## src/tlih_pkg.sv

```systemverilog
// Package: constants and types shared by the two-level interrupt handler
package tlih_pkg;
	localparam int TLIH_NUM_SRC = 18;
	localparam int TLIH_IDX_W = 5;
	localparam int TLIH_ADDR_W = 8;
	// Register byte offsets
	localparam logic [TLIH_ADDR_W-1:0] TLIH_OFF_ENABLE = 8'h00;
	localparam logic [TLIH_ADDR_W-1:0] TLIH_OFF_LEVEL = 8'h04;
	localparam logic [TLIH_ADDR_W-1:0] TLIH_OFF_PEND = 8'h08;
	localparam logic [TLIH_ADDR_W-1:0] TLIH_OFF_PCLR = 8'h0C;
	localparam logic [TLIH_ADDR_W-1:0] TLIH_OFF_STAT = 8'h10;
	localparam logic [TLIH_ADDR_W-1:0] TLIH_OFF_AUTOCLR = 8'h14;
	localparam int TLIH_GIE_BIT = 31;
	localparam logic [31:0] TLIH_RST_ENABLE = 32'h0000_0000;
	localparam logic [31:0] TLIH_RST_LEVEL = 32'h0000_0000;
	localparam logic [31:0] TLIH_RST_AUTOCLR = 32'h0000_000F;
	// Vector map
	localparam logic [15:0] TLIH_VEC_BASE = 16'h0003;
	localparam logic [15:0] TLIH_VEC_STEP = 16'h0008;
	// Status fields
	localparam int TLIH_ST_INSVC_LO = 0;
	localparam int TLIH_ST_INSVC_HI = 1;
	localparam int TLIH_ST_STATE_LSB = 4;
	localparam int TLIH_ST_SRC_LSB = 8;
	typedef enum logic [1:0] {
		TLIH_IDLE = 2'b00,
		TLIH_CALL = 2'b01,
		TLIH_HOLD = 2'b10
	} tlih_state_t;
endpackage

```

## src/tlih_req_if.sv

```systemverilog
// Interface: request vector from the masking stage to the arbiter
`timescale 1ns/10ps
interface tlih_req_if #(parameter int N = 18);
	logic [N-1:0] req;
	logic [N-1:0] lvl;
	logic any_hi;
	logic any_lo;
	logic [4:0] hi_idx;
	logic [4:0] lo_idx;
	modport mask_mp (output req, output lvl);
	modport arb_mp (input req, input lvl, output any_hi, output any_lo, output hi_idx, output lo_idx);
	modport use_mp (input any_hi, input any_lo, input hi_idx, input lo_idx);
endinterface

```

## src/tlih_mask.sv

```systemverilog
// Per-source request forming: pending AND enable AND global enable
`timescale 1ns/10ps
module tlih_mask import tlih_pkg::*; #(
	parameter int N = TLIH_NUM_SRC
) (
	input wire logic [N-1:0] i_pend,
	input wire logic [N-1:0] i_en,
	input wire logic [N-1:0] i_level,
	input wire logic i_gie,
	tlih_req_if.mask_mp rq
);
	genvar g;
	generate
		for (g = 0; g < N; g++) begin : g_src
			assign rq.req[g] = i_pend[g] & i_en[g] & i_gie;
			assign rq.lvl[g] = i_level[g];
		end
	endgenerate
endmodule

```

## src/tlih_arb.sv

```systemverilog
// Fixed-order arbiter per level: lowest index wins
`timescale 1ns/10ps
module tlih_arb import tlih_pkg::*; #(
	parameter int N = TLIH_NUM_SRC
) (
	tlih_req_if.arb_mp rq
);
	function automatic logic [4:0] first_set(input logic [N-1:0] v);
		logic [4:0] r;
		r = 5'h00;
		for (int k = N - 1; k >= 0; k--) begin
			if (v[k]) begin
				r = 5'(k);
			end
		end
		return r;
	endfunction

	always_comb begin
		rq.any_hi = |(rq.req & rq.lvl);
		rq.any_lo = |(rq.req & ~rq.lvl);
		rq.hi_idx = first_set(rq.req & rq.lvl);
		rq.lo_idx = first_set(rq.req & ~rq.lvl);
	end
endmodule

```

## src/tlih_top.sv

```systemverilog
// Two-level interrupt handler: flags, masking, priority and vector call control
//
// Design decisions made here: the APB slave port and the register offsets.
`timescale 1ns/10ps
module tlih_top import tlih_pkg::*; #(
	parameter int N = TLIH_NUM_SRC
) (
	input wire logic i_sys_clk,
	input wire logic i_resetn,
	input wire logic [N-1:0] i_src_event,
	input wire logic i_insn_done,
	input wire logic i_call_ack,
	input wire logic i_irq_return,
	input wire logic i_psel,
	input wire logic i_penable,
	input wire logic i_pwrite,
	input wire logic [TLIH_ADDR_W-1:0] i_paddr,
	input wire logic [31:0] i_pwdata,
	output logic [31:0] o_prdata,
	output logic o_pready,
	output logic o_pslverr,
	output logic o_call_req,
	output logic [15:0] o_vector
);
	// ------------------------------------------------------------
	// Register file and pending flags
	// ------------------------------------------------------------
	logic [N-1:0] pend_ff, nxt_pend;
	logic [N-1:0] en_ff, nxt_en;
	logic gie_ff, nxt_gie;
	logic [N-1:0] lvl_ff, nxt_lvl;
	logic [N-1:0] aclr_ff, nxt_aclr;
	logic [31:0] prdata_ff, nxt_prdata;
	logic pready_ff, nxt_pready;
	logic pslverr_ff, nxt_pslverr;
	logic [N-1:0] set_vec, clr_vec;

	// Arbitration / sequencing state
	tlih_state_t state_ff, nxt_state;
	logic insvc_lo_ff, nxt_insvc_lo;
	logic insvc_hi_ff, nxt_insvc_hi;
	logic [1:0] lvl_stack_ff, nxt_lvl_stack;
	logic hold_ff, nxt_hold;
	logic call_ff, nxt_call;
	logic [15:0] vec_ff, nxt_vec;
	logic [4:0] src_ff, nxt_src;

	tlih_req_if #(.N(N)) rq ();

	tlih_mask #(.N(N)) u_mask (
		.i_pend(pend_ff),
		.i_en(en_ff),
		.i_level(lvl_ff),
		.i_gie(gie_ff),
		.rq(rq.mask_mp)
	);

	tlih_arb #(.N(N)) u_arb (
		.rq(rq.arb_mp)
	);

	function automatic logic [N-1:0] onehot(input logic [4:0] idx);
		logic [N-1:0] r;
		r = '0;
		r[idx] = 1'b1;
		return r;
	endfunction

	// Writes commit only at the edge where pready is seen high
	wire logic wr_acc = i_psel & i_penable & i_pwrite & pready_ff;
	wire logic rd_setup = i_psel & ~i_penable & ~i_pwrite;
	wire logic take_call = (state_ff == TLIH_CALL) & i_call_ack;

	always_comb begin
		set_vec = i_src_event;
		clr_vec = '0;
		nxt_en = en_ff;
		nxt_gie = gie_ff;
		nxt_lvl = lvl_ff;
		nxt_aclr = aclr_ff;
		nxt_prdata = prdata_ff;
		nxt_pready = 1'b0;
		nxt_pslverr = 1'b0;
		if (wr_acc) begin
			case (i_paddr)
				TLIH_OFF_ENABLE: begin
					nxt_en = i_pwdata[N-1:0];
					nxt_gie = i_pwdata[TLIH_GIE_BIT];
				end
				TLIH_OFF_LEVEL: nxt_lvl = i_pwdata[N-1:0];
				TLIH_OFF_PEND: set_vec = i_src_event | i_pwdata[N-1:0];
				TLIH_OFF_PCLR: clr_vec = i_pwdata[N-1:0];
				TLIH_OFF_AUTOCLR: nxt_aclr = i_pwdata[N-1:0];
				default: ;
			endcase
		end
		// Hardware clear on vectoring
		if (take_call & aclr_ff[src_ff]) begin
			clr_vec = clr_vec | onehot(src_ff);
		end
		// Any set in the same cycle beats a clear, so no event is lost
		nxt_pend = (pend_ff & ~clr_vec) | set_vec;
		if (rd_setup) begin
			case (i_paddr)
				TLIH_OFF_ENABLE: nxt_prdata = 32'({gie_ff, 31'(en_ff)});
				TLIH_OFF_LEVEL: nxt_prdata = 32'(lvl_ff);
				TLIH_OFF_PEND: nxt_prdata = 32'(pend_ff);
				TLIH_OFF_PCLR: nxt_prdata = 32'h0000_0000;
				TLIH_OFF_AUTOCLR: nxt_prdata = 32'(aclr_ff);
				TLIH_OFF_STAT: begin
					nxt_prdata = 32'h0000_0000;
					nxt_prdata[TLIH_ST_INSVC_LO] = lvl_stack_ff[0];
					nxt_prdata[TLIH_ST_INSVC_HI] = lvl_stack_ff[1];
					nxt_prdata[TLIH_ST_STATE_LSB +: 2] = state_ff;
					nxt_prdata[TLIH_ST_SRC_LSB +: 5] = src_ff;
				end
				default: nxt_prdata = 32'h0000_0000;
			endcase
		end
		// Error status decided on the first access edge, shown with pready
		if (i_psel & i_penable & ~pready_ff) begin
			nxt_pready = 1'b1;
			case (i_paddr)
				TLIH_OFF_ENABLE, TLIH_OFF_LEVEL, TLIH_OFF_PEND,
				TLIH_OFF_PCLR, TLIH_OFF_AUTOCLR, TLIH_OFF_STAT: nxt_pslverr = 1'b0;
				default: nxt_pslverr = 1'b1;
			endcase
		end
	end

	always_ff @(posedge i_sys_clk or negedge i_resetn) begin
		if (!i_resetn) begin
			pend_ff <= '0;
			en_ff <= N'(TLIH_RST_ENABLE);
			gie_ff <= 1'b0;
			lvl_ff <= N'(TLIH_RST_LEVEL);
			aclr_ff <= N'(TLIH_RST_AUTOCLR);
			prdata_ff <= 32'h0000_0000;
			pready_ff <= 1'b0;
			pslverr_ff <= 1'b0;
		end else begin
			pend_ff <= nxt_pend;
			en_ff <= nxt_en;
			gie_ff <= nxt_gie;
			lvl_ff <= nxt_lvl;
			aclr_ff <= nxt_aclr;
			prdata_ff <= nxt_prdata;
			pready_ff <= nxt_pready;
			pslverr_ff <= nxt_pslverr;
		end
	end

	// ------------------------------------------------------------
	// Priority resolution and call sequencing
	// ------------------------------------------------------------
	// Decoded every cycle; a request only wins over strictly lower service
	logic win_hi, win_lo;
	always_comb begin
		win_hi = rq.any_hi & ~insvc_hi_ff;
		win_lo = rq.any_lo & ~insvc_hi_ff & ~insvc_lo_ff;
	end

	always_comb begin
		nxt_state = state_ff;
		nxt_insvc_lo = insvc_lo_ff;
		nxt_insvc_hi = insvc_hi_ff;
		nxt_lvl_stack = lvl_stack_ff;
		nxt_hold = hold_ff;
		nxt_call = call_ff;
		nxt_vec = vec_ff;
		nxt_src = src_ff;
		case (state_ff)
			TLIH_IDLE, TLIH_HOLD: begin
				// Return closes the innermost level; next call waits one instruction
				if (i_irq_return) begin
					if (insvc_hi_ff) begin
						nxt_insvc_hi = 1'b0;
					end else begin
						nxt_insvc_lo = 1'b0;
					end
					nxt_state = TLIH_HOLD;
				end else if (i_insn_done & (win_hi | win_lo)) begin
					nxt_src = win_hi ? rq.hi_idx : rq.lo_idx;
					nxt_hold = win_hi;
					nxt_vec = TLIH_VEC_BASE + 16'(nxt_src) * TLIH_VEC_STEP;
					nxt_call = 1'b1;
					nxt_state = TLIH_CALL;
				end else if (i_insn_done) begin
					nxt_state = TLIH_IDLE;
				end
			end
			TLIH_CALL: begin
				if (i_call_ack) begin
					nxt_call = 1'b0;
					if (hold_ff) begin
						nxt_insvc_hi = 1'b1;
					end else begin
						nxt_insvc_lo = 1'b1;
					end
					nxt_state = TLIH_IDLE;
				end
			end
			default: nxt_state = TLIH_IDLE;
		endcase
		nxt_lvl_stack = {nxt_insvc_hi, nxt_insvc_lo};
	end

	always_ff @(posedge i_sys_clk or negedge i_resetn) begin
		if (!i_resetn) begin
			state_ff <= TLIH_IDLE;
			insvc_lo_ff <= 1'b0;
			insvc_hi_ff <= 1'b0;
			lvl_stack_ff <= 2'h0;
			hold_ff <= 1'b0;
			call_ff <= 1'b0;
			vec_ff <= 16'h0000;
			src_ff <= 5'h00;
		end else begin
			state_ff <= nxt_state;
			insvc_lo_ff <= nxt_insvc_lo;
			insvc_hi_ff <= nxt_insvc_hi;
			lvl_stack_ff <= nxt_lvl_stack;
			hold_ff <= nxt_hold;
			call_ff <= nxt_call;
			vec_ff <= nxt_vec;
			src_ff <= nxt_src;
		end
	end

	assign o_prdata = prdata_ff;
	assign o_pready = pready_ff;
	assign o_pslverr = pslverr_ff;
	assign o_call_req = call_ff;
	assign o_vector = vec_ff;

	// ------------------------------------------------------------
	// Assertions
	// ------------------------------------------------------------
	property p_gie_blocks;
		@(posedge i_sys_clk) disable iff (!i_resetn)
		(state_ff != TLIH_CALL && !gie_ff) |=> !call_ff;
	endproperty
	a_gie_blocks: assert property (p_gie_blocks) else $error("call without global enable");

	property p_event_sets;
		@(posedge i_sys_clk) disable iff (!i_resetn)
		i_src_event[0] |=> pend_ff[0];
	endproperty
	a_event_sets: assert property (p_event_sets) else $error("event lost");

	property p_vec_map;
		@(posedge i_sys_clk) disable iff (!i_resetn)
		call_ff |-> o_vector == TLIH_VEC_BASE + 16'(src_ff) * TLIH_VEC_STEP;
	endproperty
	a_vec_map: assert property (p_vec_map) else $error("wrong vector");

	property p_hi_no_preempt;
		@(posedge i_sys_clk) disable iff (!i_resetn)
		insvc_hi_ff && state_ff != TLIH_CALL && !i_irq_return |=> !$rose(call_ff);
	endproperty
	a_hi_no_preempt: assert property (p_hi_no_preempt) else $error("high preempted");

	property p_ret_hold;
		@(posedge i_sys_clk) disable iff (!i_resetn)
		(state_ff != TLIH_CALL && i_irq_return) |=> state_ff == TLIH_HOLD ##0 !call_ff;
	endproperty
	a_ret_hold: assert property (p_ret_hold) else $error("no wait after return");

	property p_one_insn;
		@(posedge i_sys_clk) disable iff (!i_resetn)
		(state_ff == TLIH_HOLD && i_insn_done && !i_irq_return && (|rq.req)
			&& !insvc_hi_ff && !insvc_lo_ff) |=> call_ff;
	endproperty
	a_one_insn: assert property (p_one_insn) else $error("re-entry late");

	property p_call_enabled;
		@(posedge i_sys_clk) disable iff (!i_resetn)
		$rose(call_ff) |-> (|($past(en_ff) & onehot(src_ff))) && $past(gie_ff);
	endproperty
	a_call_enabled: assert property (p_call_enabled) else $error("disabled source called");

	property p_hi_first;
		@(posedge i_sys_clk) disable iff (!i_resetn)
		$rose(call_ff) && $past(rq.any_hi) && !$past(insvc_hi_ff) |-> hold_ff;
	endproperty
	a_hi_first: assert property (p_hi_first) else $error("low beat high");

	property p_insn_wait;
		@(posedge i_sys_clk) disable iff (!i_resetn)
		$rose(call_ff) |-> $past(i_insn_done);
	endproperty
	a_insn_wait: assert property (p_insn_wait) else $error("call before instruction end");

	property p_insvc_set;
		@(posedge i_sys_clk) disable iff (!i_resetn)
		take_call && !hold_ff |=> insvc_lo_ff;
	endproperty
	a_insvc_set: assert property (p_insvc_set) else $error("in-service not set");

	c_call_lo: cover property (@(posedge i_sys_clk) disable iff (!i_resetn)
		take_call && !hold_ff);
	c_preempt: cover property (@(posedge i_sys_clk) disable iff (!i_resetn)
		take_call && hold_ff && insvc_lo_ff);
	c_reentry: cover property (@(posedge i_sys_clk) disable iff (!i_resetn)
		state_ff == TLIH_HOLD ##1 $rose(call_ff));
endmodule

```

## config.mk

```make
export PLATFORM = sky130hd
export DESIGN_NAME = tlih_top
export DESIGN_NICKNAME = d
export VERILOG_FILES = /design/src/tlih_pkg.sv /design/src/tlih_req_if.sv /design/src/tlih_mask.sv /design/src/tlih_arb.sv /design/src/tlih_top.sv
export SDC_FILE = /design/constraint.sdc
export NUM_CORES = 1
export LEC_CHECK = 0
export BUFFER_PORTS_ARGS = -buffer_cell sky130_fd_sc_hd__buf_2
export CAP_MARGIN = 0
export CORE_MARGIN = 4
export CORE_UTILIZATION = 35
export CTS_CLUSTER_DIAMETER = 30
export DETAILED_ROUTE_END_ITERATION = 8
export SYNTH_ARGS = -nofsm -noshare
export SYNTH_HDL_FRONTEND = slang
export SYNTH_HIERARCHICAL = 1
export SYNTH_SLANG_ARGS = --single-unit
```

## constraint.sdc

```tcl
create_clock -name i_sys_clk -period 3.2 [get_ports i_sys_clk]
set_input_delay 0.48 -clock i_sys_clk [delete_from_list [all_inputs] [get_ports i_sys_clk]]
set_output_delay 0.48 -clock i_sys_clk [all_outputs]
set_load 0.01 [all_outputs]
```

# Word level (Yosys, flattened, before mapping)
# Index checks and enable logic that the tools add are counted.
dict set report totals {
  regBits 136
  inputBits 66
  elab_cells 175
}
dict set report op_classes {
  addsub 1
  order_cmp 2
  n_eq_ne 11
  n_mux 68
  n_bitwise 63
  reduce_logical 14
}
# operator n
set op_table {}
lappend op_table {{$mux 5} 37}
lappend op_table {{$pmux 32 s5} 1}
lappend op_table {{$mux 18} 5}
lappend op_table {{$and 18x18->18} 3}
lappend op_table {{$or 18x18->18} 3}
lappend op_table {{$and 1x1->1} 48}
lappend op_table {{$not 18->18} 2}
lappend op_table {{$reduce_or 18->1} 2}
lappend op_table {{$eq 8x4->1 const B} 2}
lappend op_table {{$eq 8x5->1 const B} 2}
lappend op_table {{$mux 1} 15}
lappend op_table {{$add 2x8->9 const A} 1}
lappend op_table {{$eq 8x3->1 const B} 1}
lappend op_table {{$logic_not 8->1} 1}
lappend op_table {{$mux 2} 4}
lappend op_table {{$reduce_and 2->1} 4}
lappend op_table {{$lt 5x6->1 const B} 1}
lappend op_table {{$ne 2x2->1 const B} 3}
lappend op_table {{$not 1->1} 6}
lappend op_table {{$pmux 1 s2} 3}
lappend op_table {{$reduce_or 6->1} 1}
lappend op_table {{$bmux 1 s5} 1}
lappend op_table {{$demux 1 s5} 1}
lappend op_table {{$ge 5x1->1 const B} 1}
lappend op_table {{11 further kinds} 11}

# Longest topological paths before layout
# Gate-level depths: netlist (run 1).
dict set report logic_depth {
  ltp_word 23
  depth_mapped 12
}

# Cells and area by module
# Netlist (run 1), hierarchy kept.
# module instances cells_each area_each_um2
set by_module_without_submodules {}
lappend by_module_without_submodules {tlih_top 1 457 5487.8}
lappend by_module_without_submodules {tlih_arb 1 105 600.6}
lappend by_module_without_submodules {tlih_mask 1 37 269.0}

# Least setup slack after synthesis (run 1)
# No wires, ideal clock.
dict set report synth_timing {
  path_kind {reg2reg}
  startpoint {register gie_ff}
  endpoint {register src_ff[4]}
  setup_ns 0.136
  arrival_time_ns 2.429
  slack_ns 0.635
  stages_incl_launch_ff 12
  path_buffers 2
  synth_period_minus_slack_ns 2.565
  path_cell_list {dfrtp_1 > buf_6 > and3_1 > nor2b_1 > nand2b_4 > or3b_4 > nor4_4 > nand3_1 > a21oi_1 > or4b_1 > clkbuf_1 > o21ai_0}
}
# item line_no
set synth_rtl {}
lappend synth_rtl {{from (decl)} tlih_top.sv:30} ;# logic gie_ff, nxt_gie;
lappend synth_rtl {{from (signal assigned)} tlih_top.sv:144} ;# gie_ff <= nxt_gie;
lappend synth_rtl {{$and 1x1->1} tlih_mask.sv:15} ;# assign rq.req[g] = i_pend[g] & i_en[g] & i_gie;
lappend synth_rtl {{net rq.req[14]} tlih_req_if.sv:4} ;# logic [N-1:0] req;
lappend synth_rtl {{$and 18x18->18} tlih_arb.sv:21} ;# rq.any_lo = |(rq.req & ~rq.lvl);
lappend synth_rtl {{$reduce_or 18->1} tlih_arb.sv:21}
lappend synth_rtl {{net rq.any_lo} tlih_req_if.sv:7} ;# logic any_lo;
lappend synth_rtl {{$and 1x1->1 (2 in series)} tlih_top.sv:160} ;# win_lo = rq.any_lo & ~insvc_hi_ff & ~insvc_lo_ff;
lappend synth_rtl {{$or 1x1->1} tlih_top.sv:182} ;# end else if (i_insn_done & (win_hi | win_lo)) begin
lappend synth_rtl {{$and 1x1->1} tlih_top.sv:182}
lappend synth_rtl {{$reduce_and 3->1 (no source line)} n/a}
lappend synth_rtl {{to (signal assigned)} tlih_top.sv:226} ;# src_ff <= nxt_src;
lappend synth_rtl {{to (decl)} tlih_top.sv:46} ;# logic [4:0] src_ff, nxt_src;
# The timed path passes the listed nets, and every way through them passes these cells.
# A chain may end at the register's enable or synchronous reset.

# Worst setup path in the final report (run 1)
dict set report layout_timing {
  startpoint {register gie_ff}
  endpoint {register hold_ff}
}
dict set report layout_via {
  elab_chain_cells 8
}
# item line_no
set layout_lines {}
lappend layout_lines {{$and 1x1->1} tlih_mask.sv:15}
lappend layout_lines {{net rq.req[12]} tlih_req_if.sv:4}
lappend layout_lines {{$and 18x18->18} tlih_arb.sv:21}
lappend layout_lines {{$reduce_or 18->1} tlih_arb.sv:21}
lappend layout_lines {{net rq.any_lo} tlih_req_if.sv:7}
lappend layout_lines {{$and 1x1->1 (2 in series)} tlih_top.sv:160}
lappend layout_lines {{$or 1x1->1} tlih_top.sv:182}
lappend layout_lines {{$and 1x1->1} tlih_top.sv:182}
lappend layout_lines {{$reduce_and 3->1 (no source line)} n/a}
lappend layout_lines {{to (signal assigned)} tlih_top.sv:223} ;# hold_ff <= nxt_hold;
lappend layout_lines {{to (decl)} tlih_top.sv:43} ;# logic hold_ff, nxt_hold;
# The timed path passes the listed nets, and every way through them passes these cells.

==> impl_metrics.json, run 1 <==
{
  "crit_type": "flop to flop",
  "cp_slowest_stage_delay_ps": 800,
  "mostFrequentLayoutCells": "102 x dfrtp_1, 80 x buf_2, 50 x mux2_2",
  "via_per_inst": 5.57,
  "cts_buffer_depth": 2,
  "crit_chain": "and3_1, or2b_2, nand2b_4, or3b_4, nor4_4, nand3_1, a21oi_1, or4b_4, nand2_1, o21ai_0",
  "reg2reg_depth": 10,
  "fin_util": 0.400,
  "rows": 49,
  "synthArstFlopShare": 1.00,
  "yosysTopAreaCell": "dfrtp_1",
  "post-route-period-util": 0.892,
  "critPathRequiredTime_ps": 3420,
  "power_density_nw_per_um2": 380,
  "ir_worst_vdd_mv": 0.272,
  "grt_pass1_vias": 5115,
  "synth.distinct_cells": 59,
  "grt_antenna_before_repair": 0,
  "fin_skew_ps": 7.38,
  "gp_congestion": 0.886,
  "fmax_ghz": 0.350,
  "post-cts-setup-buffers": 0,
  "grt_pass1_wl_mm": 29.4,
  "finalNetCount": 729,
  "num_vias": 4996,
  "clock-root-buffer": "clkbuf_16",
  "maxCapViolCount": 0,
  "cts_buffers": 9,
  "routed_wl_mm": 19.1,
  "finalCriticalPeriod_ps": 2860,
  "avgSynthCellArea_sq_um": 10.6,
  "yosys_most_used_dff": "dfrtp_1",
  "fp.dieH_microns": 143,
  "crit_path_end_kind": "flop",
  "wl_per_cell_microns": 21.3,
  "drive_gt1_frac": 0.316,
  "grt_max_degree": 59,
  "status": "complete, no violations",
  "ys_ff_latch": 106,
  "critPathLaunchType": "flop",
  "slew_violations": 0,
  "syn_inst": 599,
  "cts_sinks": 106,
  "fillCellCount": 1808,
  "n_antenna_cell": 0,
  "clk_latency_ps": 360,
  "start_util": 0.355,
  "placed_area_sq_um": 6830,
  "rr_startpoint": "gie_ff$_DFFE_PN0P_",
  "fin_area_sq_um": 7150,
  "setup_viol": 0,
  "yosysSeqAreaShare": 0.418,
  "synth_top_area_share": 0.401,
  "portBuffers": 81,
  "core_sq_um": 17900,
  "timing_hold_violations_final": 0,
  "grt_overflow_total": 0,
  "layout-area-overhead-vs-synth_pct": 12.5,
  "startpoint": "gie_ff$_DFFE_PN0P_",
  "clk_transition_reported_paths_ps": 70,
  "ant_nets": 0,
  "p_leak_nw": 3.53,
  "rsz0062_at_grt": "false",
  "layout_commonest_cell": "dfrtp_1",
  "cts_tree": "yes",
  "slew_headroom": 0.294,
  "finalSetupTns_ps": 0,
  "synthTopCellsByArea": "dfrtp_1 40%, mux2_2 8.9%, buf_4 5.0%",
  "tightestPinTransition_ps": 1060,
  "die_x_microns": 143,
  "dp.final_hpwl_mm": 14.1,
  "synth_edf_count": 0,
  "track_usage": 0.190,
  "cts_htree_levels": 3,
  "drc": 0,
  "ioPinCount": 117,
  "drt_first_pass_iters": 5,
  "reg2reg_setup_slack_ps": 340,
  "drt_first_iter_violations": 337,
  "crit_path_max_fanout": 17,
  "die_area_sq_um": 20400,
  "synth_warnings": 6,
  "critPathArrivalTime_ps": 3080,
  "syn_area_sq_um": 6360,
  "min_path_type": "primary input to asynchronous set/reset pin",
  "regToRegEndpoint": "hold_ff$_DFFE_PN0P_",
  "cpMaxStageDelayCell": "dfrtp_1"
}
-- area by class of cell --
class,instances,area [sq um],area share
flip-flops and latches,106,2660,0.372
clock buffers,11,243,0.0339
clock inverters,5,77.6,0.0108
repair buffers,98,548,0.0766
inverters,17,63.8,0.00892
multi-input cells,431,3280,0.458
well taps,229,287,0.0401
-- worst max-delay path by stage --
stage | end | slack [ps] | cells after the start
finish | hold_ff$_DFFE_PN0P_ | 340 | 10
floorplan | src_ff[4]$_DFFE_PN0P_ | 630 | 11
global placement | src_ff[1]$_DFFE_PN0P_ | 240 | 9
global route | src_ff[1]$_DFFE_PN0P_ | 250 | 9
detailed placement | src_ff[3]$_DFFE_PN0P_ | 180 | 9
CTS | src_ff[3]$_DFFE_PN0P_ | 170 | 9
-- cells in the mapped netlist, types with 3 or more instances --
library cell	number
nand2_1	49
a21oi_1	22
o21ai_0	30
buf_4	42
dfrtp_1	102
a21o_1	5
and3_2	8
mux2_2	50
a221oi_1	4
nor2b_1	21
o22ai_1	10
a22o_1	9
clkbuf_1	12
mux2_4	10
or3_1	3
nand3_1	7
o2111ai_1	5
buf_1	3
dfstp_2	4
a311oi_1	4
buf_6	5
buf_2	4
mux4_2	9
mux2i_1	26
nor4_4	3
a21boi_0	14
and2_1	3
nand2b_1	12
a31oi_1	6
nand4_1	4
a211oi_1	3
a22oi_1	4
a221o_1	14
and3_1	14
nor2_1	21
inv_1	17
o211ai_1	10
-- power breakdown --
part,internal (mW),switching [mW]
clock,0.705,0.509
sequential,1.35,0.00549
combinational,0.0502,0.104
total,2.10,0.619
-- cells by family after synthesis --
group / synth area share
DFF: 0.418
buffers and inverters: 0.0805
muxes: 0.185
AOI/OAI and AO/OA: 0.163
and+or+nand+nor: 0.153
other: 0.000590
-- sequential cells by signal, summed over array words and instances (netlist names), 2 cells and up, named ones only --
| name | flops |
|---|---|
| o_prdata | 19 |
| state_ff | 2 |
| en_ff | 18 |
| pend_ff | 18 |
| aclr_ff | 18 |
| lvl_ff | 18 |
| src_ff | 5 |
-- worst max-delay path, delay by kind of cell, from the launching register on --
family | cells | cell delay (ps)
AO/OA/AOI/OAI | 2 | 160
AND/OR/NAND/NOR | 8 | 1770
flip-flops | 1 | 800
-- through the flow --
stage          hold slack, ps  worst slack, ps  total power, mW  std cells
2_1_floorplan             184              635             1.45        620
3_3_place_gp              452              243             1.53        881
3_5_place_dp              456              177             1.53        881
4_1_cts                   171              173             2.75        897
5_1_grt                   196              246             2.81        897
6_report                  145              345             2.72        897
-- repair_timing --
action                                  4_1_cts  5_1_grt
hold buffers                                  0        0
resized for setup                             0        1
endpoints found under the setup margin        0        2
-- routing by layer --
| metal | vias up | share of wire | wire length (microns) | global-route usage |
|---|---|---|---|---|
| met5 | - | 0 | 0 | 0 |
| met4 | 0 | 0.016 | 306 | 0.0585 |
| met3 | 19 | 0.059 | 1130 | 0.0335 |
| met2 | 174 | 0.48 | 9220 | 0.309 |
| met1 | 2511 | 0.44 | 8420 | 0.260 |
| li1 | 2292 | - | - | - |
Note: power is estimated with default switching activity, not from simulation.
==> run 2: changes to the inputs <==
--- a/config.mk
+++ b/config.mk
@@ -9,8 +9,10 @@
 export CAP_MARGIN = 0
 export CORE_MARGIN = 4
 export CORE_UTILIZATION = 35
+export CTS_BUF_LIST = sky130_fd_sc_hd__clkbuf_16
 export CTS_CLUSTER_DIAMETER = 30
 export DETAILED_ROUTE_END_ITERATION = 8
+export SLEW_MARGIN = 20
 export SYNTH_ARGS = -nofsm -noshare
 export SYNTH_HDL_FRONTEND = slang
 export SYNTH_HIERARCHICAL = 1
==> run 2 against run 1 <==
Global-route usage about the same; first-iteration DRC count down 2.1%; via count about the same; combinational power about the same; sequential cell count unchanged; maximum frequency up 0.56%.
==> impl_metrics.json, run 2 (same netlist as run 1, synthesis figures left out) <==
{
  "reg2reg_depth": 10,
  "post-cts-setup-buffers": 0,
  "finalNetCount": 729,
  "dp.final_hpwl_mm": 14.1,
  "placed_cells": 881,
  "finalCriticalPeriod_ps": 2840,
  "mostFrequentLayoutCells": "102 x dfrtp_1, 80 x buf_2, 50 x mux2_2",
  "rows": 49,
  "cp_slowest_stage_delay_ps": 780,
  "regToRegEndpoint": "hold_ff$_DFFE_PN0P_",
  "cts_buffer_depth": 2,
  "drive_gt1_frac": 0.316,
  "cts_tree": "yes",
  "fmax_ghz": 0.352,
  "postCtsHoldBufs": 0,
  "crit_chain": "and3_1, or2b_2, nand2b_4, or3b_4, nor4_4, nand3_1, a21oi_1, or4b_4, nand2_1, o21ai_0",
  "crit_path_max_fanout": 17,
  "wl_per_cell_microns": 21.2,
  "maxCapViolCount": 0,
  "postCtsResizedCells": 0,
  "grt_pass1_wl_mm": 29.4,
  "worst_slack_ps": 361,
  "slew_headroom": 0.545,
  "drc": 0,
  "critPathArrivalTime_ps": 3060,
  "routed-wl-met2_mm": 9.16,
  "slew_violations": 0,
  "crit_type": "flop to flop",
  "cts_buffers": 9,
  "rr_startpoint": "gie_ff$_DFFE_PN0P_",
  "startpoint": "gie_ff$_DFFE_PN0P_",
  "num_vias": 4995,
  "clk_transition_reported_paths_ps": 70,
  "start_util": 0.355,
  "n_antenna_cell": 0,
  "top_layer": "met4",
  "largest_reg_flops": 19,
  "wl_met1_mm": 8.50,
  "setup_viol": 0,
  "critPathLaunchType": "flop",
  "min_path_type": "primary input to asynchronous set/reset pin",
  "ir_worst_vdd_mv": 0.269,
  "clock-root-buffer": "clkbuf_16",
  "cpMaxStageDelayCell": "dfrtp_1",
  "portBuffers": 81,
  "track_usage": 0.190,
  "power_mw": 2.69,
  "critPathRequiredTime_ps": 3420,
  "ant_nets": 0,
  "dp_slack_ps": 177,
  "layout_commonest_cell": "dfrtp_1",
  "grt_max_degree": 59,
  "die_x_microns": 143,
  "fin_skew_ps": 6.92,
  "tightestPinTransition_ps": 683,
  "gp_congestion": 0.886,
  "die_area_sq_um": 20400,
  "power_density_nw_per_um2": 376,
  "post-route-period-util": 0.887,
  "routed_wl_mm": 19.0,
  "drt_first_iter_violations": 330,
  "drt_first_pass_iters": 4,
  "met3_length_mm": 1.01,
  "reg2reg_setup_slack_ps": 360,
  "hold_ws_ps": 158,
  "cts_sinks": 106,
  "finalSetupTns_ps": 0,
  "status": "complete, no violations",
  "clk_latency_ps": 360,
  "layout-area-overhead-vs-synth_pct": 12.4,
  "grt_antenna_before_repair": 0,
  "core_sq_um": 17900,
  "p_leak_nw": 3.52,
  "timing_hold_violations_final": 0,
  "rsz0062_at_grt": "false",
  "grt_pass1_vias": 5108,
  "grt_overflow_total": 0,
  "fillCellCount": 1814,
  "ioPinCount": 117,
  "cts_htree_levels": 3,
  "final_cells": 897,
  "crit_path_end_kind": "flop",
  "fp.dieH_microns": 143,
  "via_per_inst": 5.57
}
## run 2: worst max-delay path by stage
stage	slack [ps]	cells past startpoint	endpoint
final	360	10	hold_ff$_DFFE_PN0P_
after global routing	250	9	src_ff[1]$_DFFE_PN0P_
after CTS	170	9	src_ff[3]$_DFFE_PN0P_
after detailed placement	180	9	src_ff[3]$_DFFE_PN0P_
after global placement	240	9	src_ff[1]$_DFFE_PN0P_
after floorplan	630	11	src_ff[4]$_DFFE_PN0P_
## run 2: worst max-delay path: cells and delay by family (launching register included)
family           cells  cell delay (ps)
AND/OR/NAND/NOR      8             1770
flip-flops           1              780
AO/OA/AOI/OAI        2              160
## run 2: cell type report
type / count / area [sq um] / share of cell area
inverter: 17 / 63.8 / 0.00893
timing repair buffer: 98 / 548 / 0.0767
clock inverter: 7 / 85.1 / 0.0119
multi-input combinational: 431 / 3280 / 0.459
tap: 229 / 287 / 0.0401
clock buffer: 9 / 225 / 0.0315
sequential: 106 / 2660 / 0.372
## run 2: through the flow
stage / util / cell area (sq um)
floorplan: - / 6440
global placement: 0.381 / 6830
detailed placement: 0.381 / 6830
CTS: 0.399 / 7140
global route: 0.399 / 7150
finish: 0.399 / 7150
## run 2: layer usage
metal  global-route usage  vias up
li1                     -     2295
met1                0.260     2512
met2                0.309      166
met3               0.0335       22
met4               0.0585        0
met5                    0        -
## run 2: power by group
group          internal [mW]  switching (mW)
Sequential              1.35         0.00552
Clock                  0.678           0.505
Combinational         0.0503           0.105
